<file path="src/hdl/rsf_consts.svh">
// Constants of the return stack fault and shadow block: offsets, fields, resets, vectors.
`ifndef RSF_CONSTS_SVH
`define RSF_CONSTS_SVH

// ----------------------------------------------------------------------------
// Widths
// ----------------------------------------------------------------------------
`define RSF_PC_W 21
`define RSF_SP_W 5
`define RSF_ADR_W 8
`define RSF_EVT_W 3

// ----------------------------------------------------------------------------
// Interrupt vectors
// ----------------------------------------------------------------------------
`define RSF_VEC_HIGH 21'h000008
`define RSF_VEC_LOW 21'h000018

// ----------------------------------------------------------------------------
// Register byte offsets
// ----------------------------------------------------------------------------
`define RSF_OFS_CTRL 8'h00
`define RSF_OFS_STACK 8'h04
`define RSF_OFS_TOS 8'h08
`define RSF_OFS_IRQ_STAT 8'h0C
`define RSF_OFS_IRQ_CLR 8'h10
`define RSF_OFS_IRQ_EN 8'h14

// ----------------------------------------------------------------------------
// Field positions
// ----------------------------------------------------------------------------
`define RSF_CTRL_FRE_BIT 0
`define RSF_STACK_FULL_BIT 7
`define RSF_STACK_UNF_BIT 6
`define RSF_EVT_FULL_BIT 0
`define RSF_EVT_UNF_BIT 1
`define RSF_EVT_RST_BIT 2

// ----------------------------------------------------------------------------
// Reset values and unmapped read value
// ----------------------------------------------------------------------------
`define RSF_CTRL_FRE_RST 1'b1
`define RSF_IRQ_EN_RST 3'h0
`define RSF_UNMAPPED_RD 32'h00000000

`endif

</file>
<file path="src/hdl/rsf_pkg.sv">
// Types shared by the return stack fault and shadow block.
`include "rsf_consts.svh"

package rsf_pkg;

	typedef struct packed {
		logic [7:0] status;
		logic [7:0] working_register;
		logic [7:0] bank_select_register;
	} rsf_ctx_type;

	typedef struct packed {
		logic cyc;
		logic stb;
		logic we;
		logic [3:0] sel;
		logic [`RSF_ADR_W-1:0] adr;
		logic [31:0] dat;
	} rsf_wb_req_type;

	typedef struct packed {
		logic ack;
		logic [31:0] dat;
	} rsf_wb_rsp_type;

	typedef struct packed {
		rsf_ctx_type shadow;
		rsf_ctx_type out;
		logic restore;
	} rsf_shadow_state_type;

	typedef struct packed {
		logic [`RSF_SP_W-1:0] sp;
		logic stack_full_flag;
		logic stack_underflow_flag;
		logic stack_fault_reset_enable;
		logic fault_pend;
		logic reset_out;
		logic [`RSF_EVT_W-1:0] irq_stat;
		logic [`RSF_EVT_W-1:0] irq_en;
		logic ack;
		logic [31:0] rdata;
		logic pc_load;
		logic [`RSF_PC_W-1:0] pc_value;
	} rsf_core_state_type;

endpackage : rsf_pkg

</file>
<file path="src/hdl/rsf_shadow.sv">
// One-level shadow copy of status, working and bank-select registers.
`timescale 1ns/100ps
`include "rsf_consts.svh"

module rsf_shadow (
	input wire logic clock_i,
	input wire logic rstn_i,
	input wire logic save_i,
	input wire logic restore_i,
	input wire rsf_pkg::rsf_ctx_type ctx_i,
	output rsf_pkg::rsf_ctx_type ctx_o,
	output logic restore_o
);

	rsf_pkg::rsf_shadow_state_type state_q;
	rsf_pkg::rsf_shadow_state_type state_d;

	// The copy has no bus path at all, so software can neither read nor write it.
	always_comb begin // see RULE4
		state_d = state_q;
		state_d.restore = 1'b0;
		if (save_i) begin
			state_d.shadow = ctx_i; // see RULE5 see RULE7 see RULE8
		end else if (restore_i) begin
			state_d.out = state_q.shadow; // see RULE6 see RULE8
			state_d.restore = 1'b1;
		end
	end

	always_ff @(posedge clock_i) begin
		if (!rstn_i) begin
			state_q <= '0;
		end else begin
			state_q <= state_d;
		end
	end

	assign ctx_o = state_q.out;
	assign restore_o = state_q.restore;
endmodule : rsf_shadow

</file>
<file path="src/hdl/rsf_core.sv">
// Return stack with fault detection, fault reset, shadow save and program counter loads.
//
// The Wishbone slave port and the placing of the registers were decided locally.
`timescale 1ns/100ps
`include "rsf_consts.svh"

// Notes on behaviour
// RULE1 - Enabled fault sets flag, then resets device.
// RULE2 - Disabled fault sets flag, no device reset.
// RULE3 - Flags clear only by software or power-on.
// RULE4 - One hidden shadow per status, working, bank.
// RULE5 - Every interrupt vector saves the three registers.
// RULE6 - Fast interrupt return restores the three registers.
// RULE7 - High interrupt overwrites low interrupt's saved copy.
// RULE8 - Fast call saves, fast return restores.
// RULE9 - Interrupt wake-up loads high or low vector.
// RULE10 - Interrupt wake-up pushes program counter onto stack.
// RULE11 - Software keeps computed jump offsets even.
// RULE12 - Adding to counter low advances by offset.
// RULE13 - Fault reset keeps full and underflow flags.
module rsf_core #(
	parameter int unsigned DEPTH = 31
) (
	input wire logic clock_i,
	input wire logic rstn_i,
	input wire rsf_pkg::rsf_wb_req_type wb_i,
	output rsf_pkg::rsf_wb_rsp_type wb_o,
	input wire logic call_i,
	input wire logic return_i,
	input wire logic interrupt_return_op_i,
	input wire logic fast_i,
	input wire logic irq_vector_i,
	input wire logic irq_high_i,
	input wire logic wake_irq_i,
	input wire logic low_priority_global_enable_i,
	input wire logic high_priority_global_enable_i,
	input wire logic add_working_to_file_op_i,
	input wire logic [`RSF_PC_W-1:0] pc_i,
	input wire rsf_pkg::rsf_ctx_type ctx_i,
	output logic pc_load_o,
	output logic [`RSF_PC_W-1:0] pc_value_o,
	output logic ctx_restore_o,
	output rsf_pkg::rsf_ctx_type ctx_o,
	output logic [`RSF_SP_W-1:0] stack_pointer_o,
	output logic [`RSF_PC_W-1:0] top_of_stack_o,
	output logic stack_full_flag_o,
	output logic stack_underflow_flag_o,
	output logic device_reset_o,
	output logic irq_o
);

	// ------------------------------------------------------------------------
	// State and stack storage
	// ------------------------------------------------------------------------
	localparam logic [`RSF_SP_W-1:0] SP_TOP = `RSF_SP_W'(DEPTH);

	rsf_pkg::rsf_core_state_type state_q;
	rsf_pkg::rsf_core_state_type state_d;
	logic [`RSF_PC_W-1:0] stack_mem [DEPTH];

	logic wb_hit;
	logic wb_wr;
	logic vec_take;
	logic do_push;
	logic do_pop;
	logic save;
	logic restore;
	logic full_evt;
	logic unf_evt;
	logic mem_we;
	logic [`RSF_SP_W-1:0] mem_idx;
	logic [`RSF_PC_W-1:0] tos;
	logic [`RSF_EVT_W-1:0] evt;

	assign wb_hit = wb_i.cyc && wb_i.stb && !state_q.ack;
	assign wb_wr = wb_hit && wb_i.we && wb_i.sel[0];
	// An interrupt wake-up vectors only while one of the global enables is set.
	assign vec_take = irq_vector_i || (wake_irq_i && (low_priority_global_enable_i
		|| high_priority_global_enable_i)); // see RULE9
	assign tos = (state_q.sp == '0) ? '0 : stack_mem[state_q.sp - `RSF_SP_W'(1)];

	// ------------------------------------------------------------------------
	// Sequencer operations
	// ------------------------------------------------------------------------
	// Only one operation is honoured per cycle; vectoring wins over call,
	// call over return, and return over the computed jump.
	always_comb begin
		do_push = 1'b0;
		do_pop = 1'b0;
		save = 1'b0;
		restore = 1'b0;
		if (state_q.reset_out) begin
			do_push = 1'b0;
		end else if (vec_take) begin
			do_push = 1'b1; // see RULE10
			save = 1'b1; // see RULE5 see RULE7
		end else if (call_i) begin
			do_push = 1'b1;
			save = fast_i; // see RULE8
		end else if (return_i || interrupt_return_op_i) begin
			do_pop = 1'b1;
			restore = fast_i; // see RULE6 see RULE8
		end
	end

	assign full_evt = do_push && (state_q.sp == SP_TOP);
	assign unf_evt = do_pop && (state_q.sp == '0);
	assign mem_we = do_push && !full_evt;
	assign mem_idx = state_q.sp;
	assign evt = {state_q.reset_out, unf_evt, full_evt};

	// ------------------------------------------------------------------------
	// Next state
	// ------------------------------------------------------------------------
	always_comb begin
		state_d = state_q;
		state_d.ack = wb_hit;
		state_d.pc_load = 1'b0;
		state_d.fault_pend = 1'b0;

		// Stack pointer: a stack fault reset returns it to zero, as any
		// device reset does, but leaves the flags for software to inspect.
		if (state_q.reset_out) begin
			state_d.sp = '0; // see RULE13
		end else if (mem_we) begin
			state_d.sp = state_q.sp + `RSF_SP_W'(1); // see RULE10
		end else if (do_pop && !unf_evt) begin
			state_d.sp = state_q.sp - `RSF_SP_W'(1);
		end

		// Program counter loads.
		if (!state_q.reset_out && vec_take) begin
			state_d.pc_load = 1'b1;
			state_d.pc_value = irq_high_i ? `RSF_VEC_HIGH : `RSF_VEC_LOW; // see RULE9
		end else if (do_pop) begin
			state_d.pc_load = 1'b1;
			state_d.pc_value = tos;
		end else if (!state_q.reset_out && !call_i && add_working_to_file_op_i) begin
			// An odd offset is not corrected; the sequencer fetches from the
			// byte address exactly as computed.
			state_d.pc_load = 1'b1;
			state_d.pc_value = pc_i + `RSF_PC_W'(ctx_i.working_register); // see RULE12 see RULE11
		end

		// Fault flags: a software write of zero clears, a new fault wins.
		if (wb_wr && wb_i.adr == `RSF_OFS_STACK) begin
			state_d.stack_full_flag = state_q.stack_full_flag
				&& wb_i.dat[`RSF_STACK_FULL_BIT]; // see RULE3
			state_d.stack_underflow_flag = state_q.stack_underflow_flag
				&& wb_i.dat[`RSF_STACK_UNF_BIT]; // see RULE3
		end
		if (full_evt) begin
			state_d.stack_full_flag = 1'b1; // see RULE1 see RULE2
		end
		if (unf_evt) begin
			state_d.stack_underflow_flag = 1'b1; // see RULE1 see RULE2
		end

		// The reset request trails the flag by one cycle so the flag is
		// already visible when the rest of the device enters reset.
		state_d.fault_pend = (full_evt || unf_evt) && state_q.stack_fault_reset_enable; // see RULE1
		state_d.reset_out = state_q.fault_pend; // see RULE1 see RULE2

		// Configuration and interrupt registers.
		if (wb_wr && wb_i.adr == `RSF_OFS_CTRL) begin
			state_d.stack_fault_reset_enable = wb_i.dat[`RSF_CTRL_FRE_BIT];
		end
		if (wb_wr && wb_i.adr == `RSF_OFS_IRQ_EN) begin
			state_d.irq_en = wb_i.dat[`RSF_EVT_W-1:0];
		end
		if (wb_wr && wb_i.adr == `RSF_OFS_IRQ_CLR) begin
			state_d.irq_stat = state_q.irq_stat & ~wb_i.dat[`RSF_EVT_W-1:0];
		end
		state_d.irq_stat = state_d.irq_stat | evt;

		// Read data, captured in the same edge that raises ack.
		if (wb_i.adr == `RSF_OFS_CTRL) begin
			state_d.rdata = {31'h00000000, state_q.stack_fault_reset_enable};
		end else if (wb_i.adr == `RSF_OFS_STACK) begin
			state_d.rdata = {24'h000000, state_q.stack_full_flag,
				state_q.stack_underflow_flag, 1'b0, state_q.sp};
		end else if (wb_i.adr == `RSF_OFS_TOS) begin
			state_d.rdata = {11'h000, tos};
		end else if (wb_i.adr == `RSF_OFS_IRQ_STAT) begin
			state_d.rdata = {29'h00000000, state_q.irq_stat};
		end else if (wb_i.adr == `RSF_OFS_IRQ_EN) begin
			state_d.rdata = {29'h00000000, state_q.irq_en};
		end else begin
			state_d.rdata = `RSF_UNMAPPED_RD;
		end
		if (!wb_hit || wb_i.we) begin
			state_d.rdata = '0;
		end
	end

	// ------------------------------------------------------------------------
	// Registers
	// ------------------------------------------------------------------------
	always_ff @(posedge clock_i) begin
		if (!rstn_i) begin
			state_q <= '0;
			state_q.stack_fault_reset_enable <= `RSF_CTRL_FRE_RST;
			state_q.irq_en <= `RSF_IRQ_EN_RST;
		end else begin
			state_q <= state_d;
		end
	end

	// Stack entries hold no reset; only entries below the pointer are read.
	always_ff @(posedge clock_i) begin
		if (mem_we) begin
			stack_mem[mem_idx] <= pc_i; // see RULE10
		end
	end

	// ------------------------------------------------------------------------
	// Shadow copy
	// ------------------------------------------------------------------------
	rsf_shadow u_shadow (
		.clock_i(clock_i),
		.rstn_i(rstn_i),
		.save_i(save),
		.restore_i(restore),
		.ctx_i(ctx_i),
		.ctx_o(ctx_o),
		.restore_o(ctx_restore_o)
	);

	// ------------------------------------------------------------------------
	// Outputs
	// ------------------------------------------------------------------------
	assign wb_o.ack = state_q.ack;
	assign wb_o.dat = state_q.rdata;
	assign pc_load_o = state_q.pc_load;
	assign pc_value_o = state_q.pc_value;
	assign stack_pointer_o = state_q.sp;
	assign top_of_stack_o = tos;
	assign stack_full_flag_o = state_q.stack_full_flag;
	assign stack_underflow_flag_o = state_q.stack_underflow_flag;
	assign device_reset_o = state_q.reset_out;
	assign irq_o = |(state_q.irq_stat & state_q.irq_en);

	// ------------------------------------------------------------------------
	// Checks
	// ------------------------------------------------------------------------
	logic clr_full_wr;
	assign clr_full_wr = wb_wr && wb_i.adr == `RSF_OFS_STACK && !wb_i.dat[`RSF_STACK_FULL_BIT];
endmodule : rsf_core

</file>
<file path="config.mk">
export PLATFORM = sky130hd
export DESIGN_NAME = rsf_core
export DESIGN_NICKNAME = d
export VERILOG_FILES = /design/src/hdl/rsf_pkg.sv /design/src/hdl/rsf_shadow.sv /design/src/hdl/rsf_core.sv
export VERILOG_INCLUDE_DIRS = /design/src /design/src/hdl
export SDC_FILE = /design/constraint.sdc
export NUM_CORES = 1
export LEC_CHECK = 0
export ABC_AREA = 1
export ABC_CLOCK_PERIOD_IN_PS = 3600
export BUFFER_PORTS_ARGS = -buffer_cell sky130_fd_sc_hd__buf_2
export CAP_MARGIN = 20
export CELL_PAD_IN_SITES_DETAIL_PLACEMENT = 1
export CELL_PAD_IN_SITES_GLOBAL_PLACEMENT = 2
export CORE_UTILIZATION = 40
export CTS_BUF_LIST = sky130_fd_sc_hd__clkbuf_16
export CTS_CLUSTER_SIZE = 16
export DETAILED_ROUTE_END_ITERATION = 6
export PLACE_DENSITY_LB_ADDON = 0.08
export SYNTH_ARGS = -nofsm -noshare
export SYNTH_HDL_FRONTEND = slang
export SYNTH_HIERARCHICAL = 1
export SYNTH_SLANG_ARGS = --single-unit
</file>
<file path="constraint.sdc">
create_clock -name clock_i -period 3.6 [get_ports clock_i]
set_input_delay 0.36 -clock clock_i [delete_from_list [all_inputs] [get_ports clock_i]]
set_output_delay 0.36 -clock clock_i [all_outputs]
set_load 0.02 [all_outputs]
</file>
==> metrics.txt <==
# TYPE chip_impl_metric gauge
chip_impl_info{name="path_common_cell",value="nand3_1"} 1
chip_impl_metric{name="cap_viol_max_count",unit=""} 0
chip_impl_metric{name="synth.top_cell.area_share",unit=""} 0.6097
chip_impl_metric{name="place.gp.congestion",unit=""} 0.8380
chip_impl_metric{name="maxClockFrequency",unit="GHz"} 0.2841
chip_impl_metric{name="place.port_buffers",unit=""} 172
chip_impl_metric{name="hold-path-cell-count",unit=""} 3
chip_impl_metric{name="timing_hold_violations_final",unit=""} 0
chip_impl_metric{name="rows",unit=""} 103
chip_impl_info{name="status",value="completed"} 1
chip_impl_info{name="synth.most_common_cell",value="nand2_1"} 1
chip_impl_metric{name="critical_path_peak_fanout",unit=""} 11
chip_impl_metric{name="grt_pass1_vias",unit=""} 23480
chip_impl_metric{name="max-slew-margin-rel",unit=""} 0.3880
chip_impl_metric{name="dr_total_vias",unit=""} 23000
chip_impl_info{name="worstHoldStart",value="wb_i[0]"} 1
chip_impl_metric{name="hpwl",unit="µm"} 63230
chip_impl_metric{name="layout-drive-gt1-share",unit=""} 0.1473
chip_impl_info{name="min_path_type",value="input port to register"} 1
chip_impl_metric{name="die_boundary_width",unit="µm"} 285.1
chip_impl_info{name="clock_root_buffer",value="clkbuf_16"} 1
chip_impl_metric{name="synth-seq-area-share",unit=""} 0.6777
chip_impl_metric{name="worst_setup_hold_path_clk_slew",unit="ns"} 0.06
chip_impl_info{name="worst_r2r_endpoint",value="stack_mem[22][13]"} 1
chip_impl_info{name="cts_tree",value="built"} 1
chip_impl_metric{name="layout_min_cycle_time",unit="ns"} 3.520
chip_impl_info{name="rsz0062_at_grt",value="false"} 1
chip_impl_info{name="top_cell_type_by_total_area_after_synthesis",value="edfxtp_1"} 1
chip_impl_info{name="end_kind",value="primary output"} 1
chip_impl_metric{name="syn-cell-area",unit="mm²"} 0.03206
chip_impl_metric{name="start_util",unit=""} 0.4052
chip_impl_info{name="worstPathCellList",value="nor2_2 -> nand3_1 -> nand2_2 -> inv_2 -> buf_4 -> nand3_1 -> nand2_1 -> nand2_1 -> nand3_1 -> inv_1 -> buf_2"} 1
chip_impl_metric{name="power_density",unit="mW/mm²"} 612.1
chip_impl_metric{name="final.period_utilization",unit=""} 0.9777
chip_impl_metric{name="i_o_pin_cnt",unit=""} 214
chip_impl_info{name="worstHoldEndpoint",value="state_q[55]"} 1
chip_impl_metric{name="cts_num_sinks",unit=""} 760
chip_impl_metric{name="core_region_area",unit="mm²"} 0.07913
chip_impl_info{name="post_synth_main_area_contributors",value="edfxtp_1, nand2_1, nand3_1"} 1
chip_impl_metric{name="critPathMaxStageDelay",unit="ns"} 0.64
chip_impl_metric{name="clk_latency",unit="ns"} 0.64
chip_impl_metric{name="drt_iter0_drc",unit=""} 1719
chip_impl_info{name="r2r-start",value="stack_pointer_o[2]"} 1
chip_impl_metric{name="route.final.wire_length",unit="µm"} 104800
chip_impl_metric{name="grt_overflow_total",unit=""} 0
chip_impl_metric{name="cts_max_level",unit=""} 3
chip_impl_metric{name="arrival",unit="ns"} 3.16
chip_impl_metric{name="area_growth_syn_to_layout",unit="%"} 15.46
chip_impl_metric{name="worst_clock_skew",unit="ns"} 0.01794
chip_impl_metric{name="synth.avg_cell_area",unit="µm²"} 10.69
chip_impl_metric{name="total_power",unit="mW"} 22.66
chip_impl_info{name="path_delay_family",value="simple AND/OR/NAND/NOR gates"} 1
chip_impl_metric{name="worst_reg2reg_path_length_in_cells",unit=""} 10
chip_impl_metric{name="max_slew.worst_pin.slew",unit="ns"} 0.9180
chip_impl_metric{name="setup-violations-final",unit=""} 0
chip_impl_info{name="critPathSlowestCell",value="dfxtp_1"} 1
chip_impl_metric{name="postSynthCellCount",unit=""} 2999
chip_impl_info{name="worst_setup_path_start_kind",value="register"} 1
chip_impl_info{name="dominantRegCellSynth",value="edfxtp_1"} 1
chip_impl_metric{name="count_of_flip_flops_with_a_built_in_enable_after_synthesis",unit=""} 651
chip_impl_metric{name="synth-seq-cells",unit=""} 760
chip_impl_metric{name="fin_setup_tns",unit="ns"} 0
chip_impl_metric{name="drt_drc_violations_left",unit=""} 0
chip_impl_metric{name="synth-warning-count",unit=""} 6
chip_impl_metric{name="static-leakage-power",unit="nW"} 14.26
chip_impl_metric{name="irDropWorstVdd",unit="mV"} 0.3832
chip_impl_metric{name="drt-wirelength-per-cell",unit="µm"} 24.47
chip_impl_metric{name="first_pass_grt_wire_length",unit="µm"} 154000
chip_impl_metric{name="gr-usage-all-layers",unit=""} 0.2566
chip_impl_metric{name="nNetsFinal",unit=""} 3286
chip_impl_metric{name="cts_buffers",unit=""} 84
chip_impl_metric{name="r2r_slack",unit="ns"} 0.74
chip_impl_metric{name="layout.filler_cells",unit=""} 8611
chip_impl_metric{name="die_footprint",unit="mm²"} 0.08130
chip_impl_metric{name="grt_antenna_before_repair",unit=""} 7
chip_impl_metric{name="ys_async_sr_fraction",unit=""} 0
chip_impl_metric{name="yosysUniqueCellTypes",unit=""} 42
chip_impl_metric{name="drt-pass1-iter-count",unit=""} 5
chip_impl_metric{name="detail_route.vias_per_cell",unit=""} 5.370
chip_impl_metric{name="grt_max_degree",unit=""} 170
chip_impl_metric{name="postRouteAntennaNets",unit=""} 0
chip_impl_metric{name="timing_max_transition_violations_final",unit=""} 0
chip_impl_info{name="worst-setup-path-type",value="register to primary output"} 1
chip_impl_info{name="netlist_top_cells_count",value="nand2_1, edfxtp_1, nand3_1"} 1
chip_impl_metric{name="cts.path.max_buffers",unit=""} 3
chip_impl_metric{name="fp.dieH",unit="µm"} 285.1
chip_impl_metric{name="cp_data_required_time",unit="ns"} 3.24
chip_impl_metric{name="cp_num_buf_inv",unit=""} 4
## layout make-up
class                      instances  area (µm²)  share of cell area
clock buffer                      84        2102             0.05678
antenna                            1       2.502          0.00006759
timing repair buffer             319        2303             0.06222
tap                             1050        1314             0.03549
multi-input combinational       1903        8657              0.2338
sequential                       760       21730              0.5871
clock inverter                    66       511.7             0.01382
inverter                          99       396.6             0.01071
## cells in the final DEF, fill, tap and decap left out, types with 4 or more instances in the layout
master,n
conb_1,11
buf_2,172
clkinv_1,18
nand3_1,632
a21oi_1,37
dlygate4sd3_1,25
inv_2,8
nand3_2,7
buf_4,99
or2_2,4
clkbuf_16,84
nand2_1,869
nand4_1,5
dfxtp_1,108
ha_1,13
inv_1,110
clkinv_8,4
nor2_1,149
clkinv_2,8
nor2_2,34
edfxtp_1,651
o211ai_1,22
o21ai_0,74
buf_12,18
a21oi_2,4
nor3_1,10
bufinv_16,6
## tightest hold or removal path: stages
cell and delay (ns):
buf_2 0.11, inv_1 0.08, a21oi_1 0.07
## sequential cells by signal, summed over array words and instances, names as in the netlist
signal and count:
state_d 1, u_shadow/restore_o 1, stack_full_flag_o 1, u_shadow/ctx_o 24, pc_load_o 1, stack_pointer_o 5, stack_mem 651, stack_underflow_flag_o 1
wb_o 22, state_q 7, device_reset_o 1, pc_value_o 21, u_shadow/state_q 24
## report_power, final
part	switching [mW]	leakage, nW	internal, mW	total [mW]
sequential	0.0586	6.76	9.75	9.81
clock	3.57	1.36	4.69	8.25
combinational	3.27	6.14	1.33	4.60
total	6.89	14.3	15.8	22.7
## cells by family after synthesis
group,after synthesis,share of synthesized area
AND/OR/NAND/NOR,1723,0.2300
flip-flops,760,0.6777
buffers and inverters,346,0.05834
AO/OA/AOI/OAI,148,0.02583
adder cells (fa/ha/maj),15,0.006087
XOR/XNOR,6,0.001873
other,1,0.0001170
## routing by layer
metal / vias up / global-route usage / part of all wire
met2: 504 / 0.4342 / 0.49
met5: - / 0 / 0
met4: 0 / 0.06805 / 0.021
met3: 125 / 0.02936 / 0.046
met1: 11750 / 0.3501 / 0.44
li1: 10610 / - / -
## how the worst max path moves through the flow
| stage | startpoint | endpoint | slack (ns) | depth (start not counted) |
|---|---|---|---|---|
| detailed placement | stack_pointer_o[0] | top_of_stack_o[7] | 0.64 | 11 |
| finish | stack_pointer_o[2] | top_of_stack_o[9] | 0.08 | 11 |
| global route | stack_pointer_o[0] | top_of_stack_o[1] | 0.002 | 12 |
| CTS | stack_pointer_o[0] | top_of_stack_o[3] | 0.01 | 13 |
| floorplan | stack_pointer_o[0] | stack_mem[0][0] | 0.69 | 10 |
| global placement | stack_pointer_o[0] | top_of_stack_o[7] | 0.66 | 11 |
## timing repair
| action | CTS | global route |
|---|---|---|
| hold buffers | 25 | 0 |
| gates resized for setup | 6 | 10 |
| pin swaps | 0 | 2 |
| endpoints found under the setup margin | 7 | 10 |
| setup buffers | 0 | 8 |
| endpoints found under the hold margin | 25 | 0 |
## metrics by stage
step                setup WS (ns)  cells  hold WS [ns]  cell area, µm²    util
global placement           0.6640   4097        0.3980           34000  0.4297
finish                    0.08036   4282       0.03949           37020  0.4679
floorplan                  0.6888   3009        0.3905           32100       -
global route             0.001887   4281       0.04085           37020  0.4678
CTS                       0.01352   4272      0.003269           36900  0.4663
detailed placement         0.6438   4097        0.4140           34000  0.4297
No activity file was read; power rests on OpenSTA's default activity.
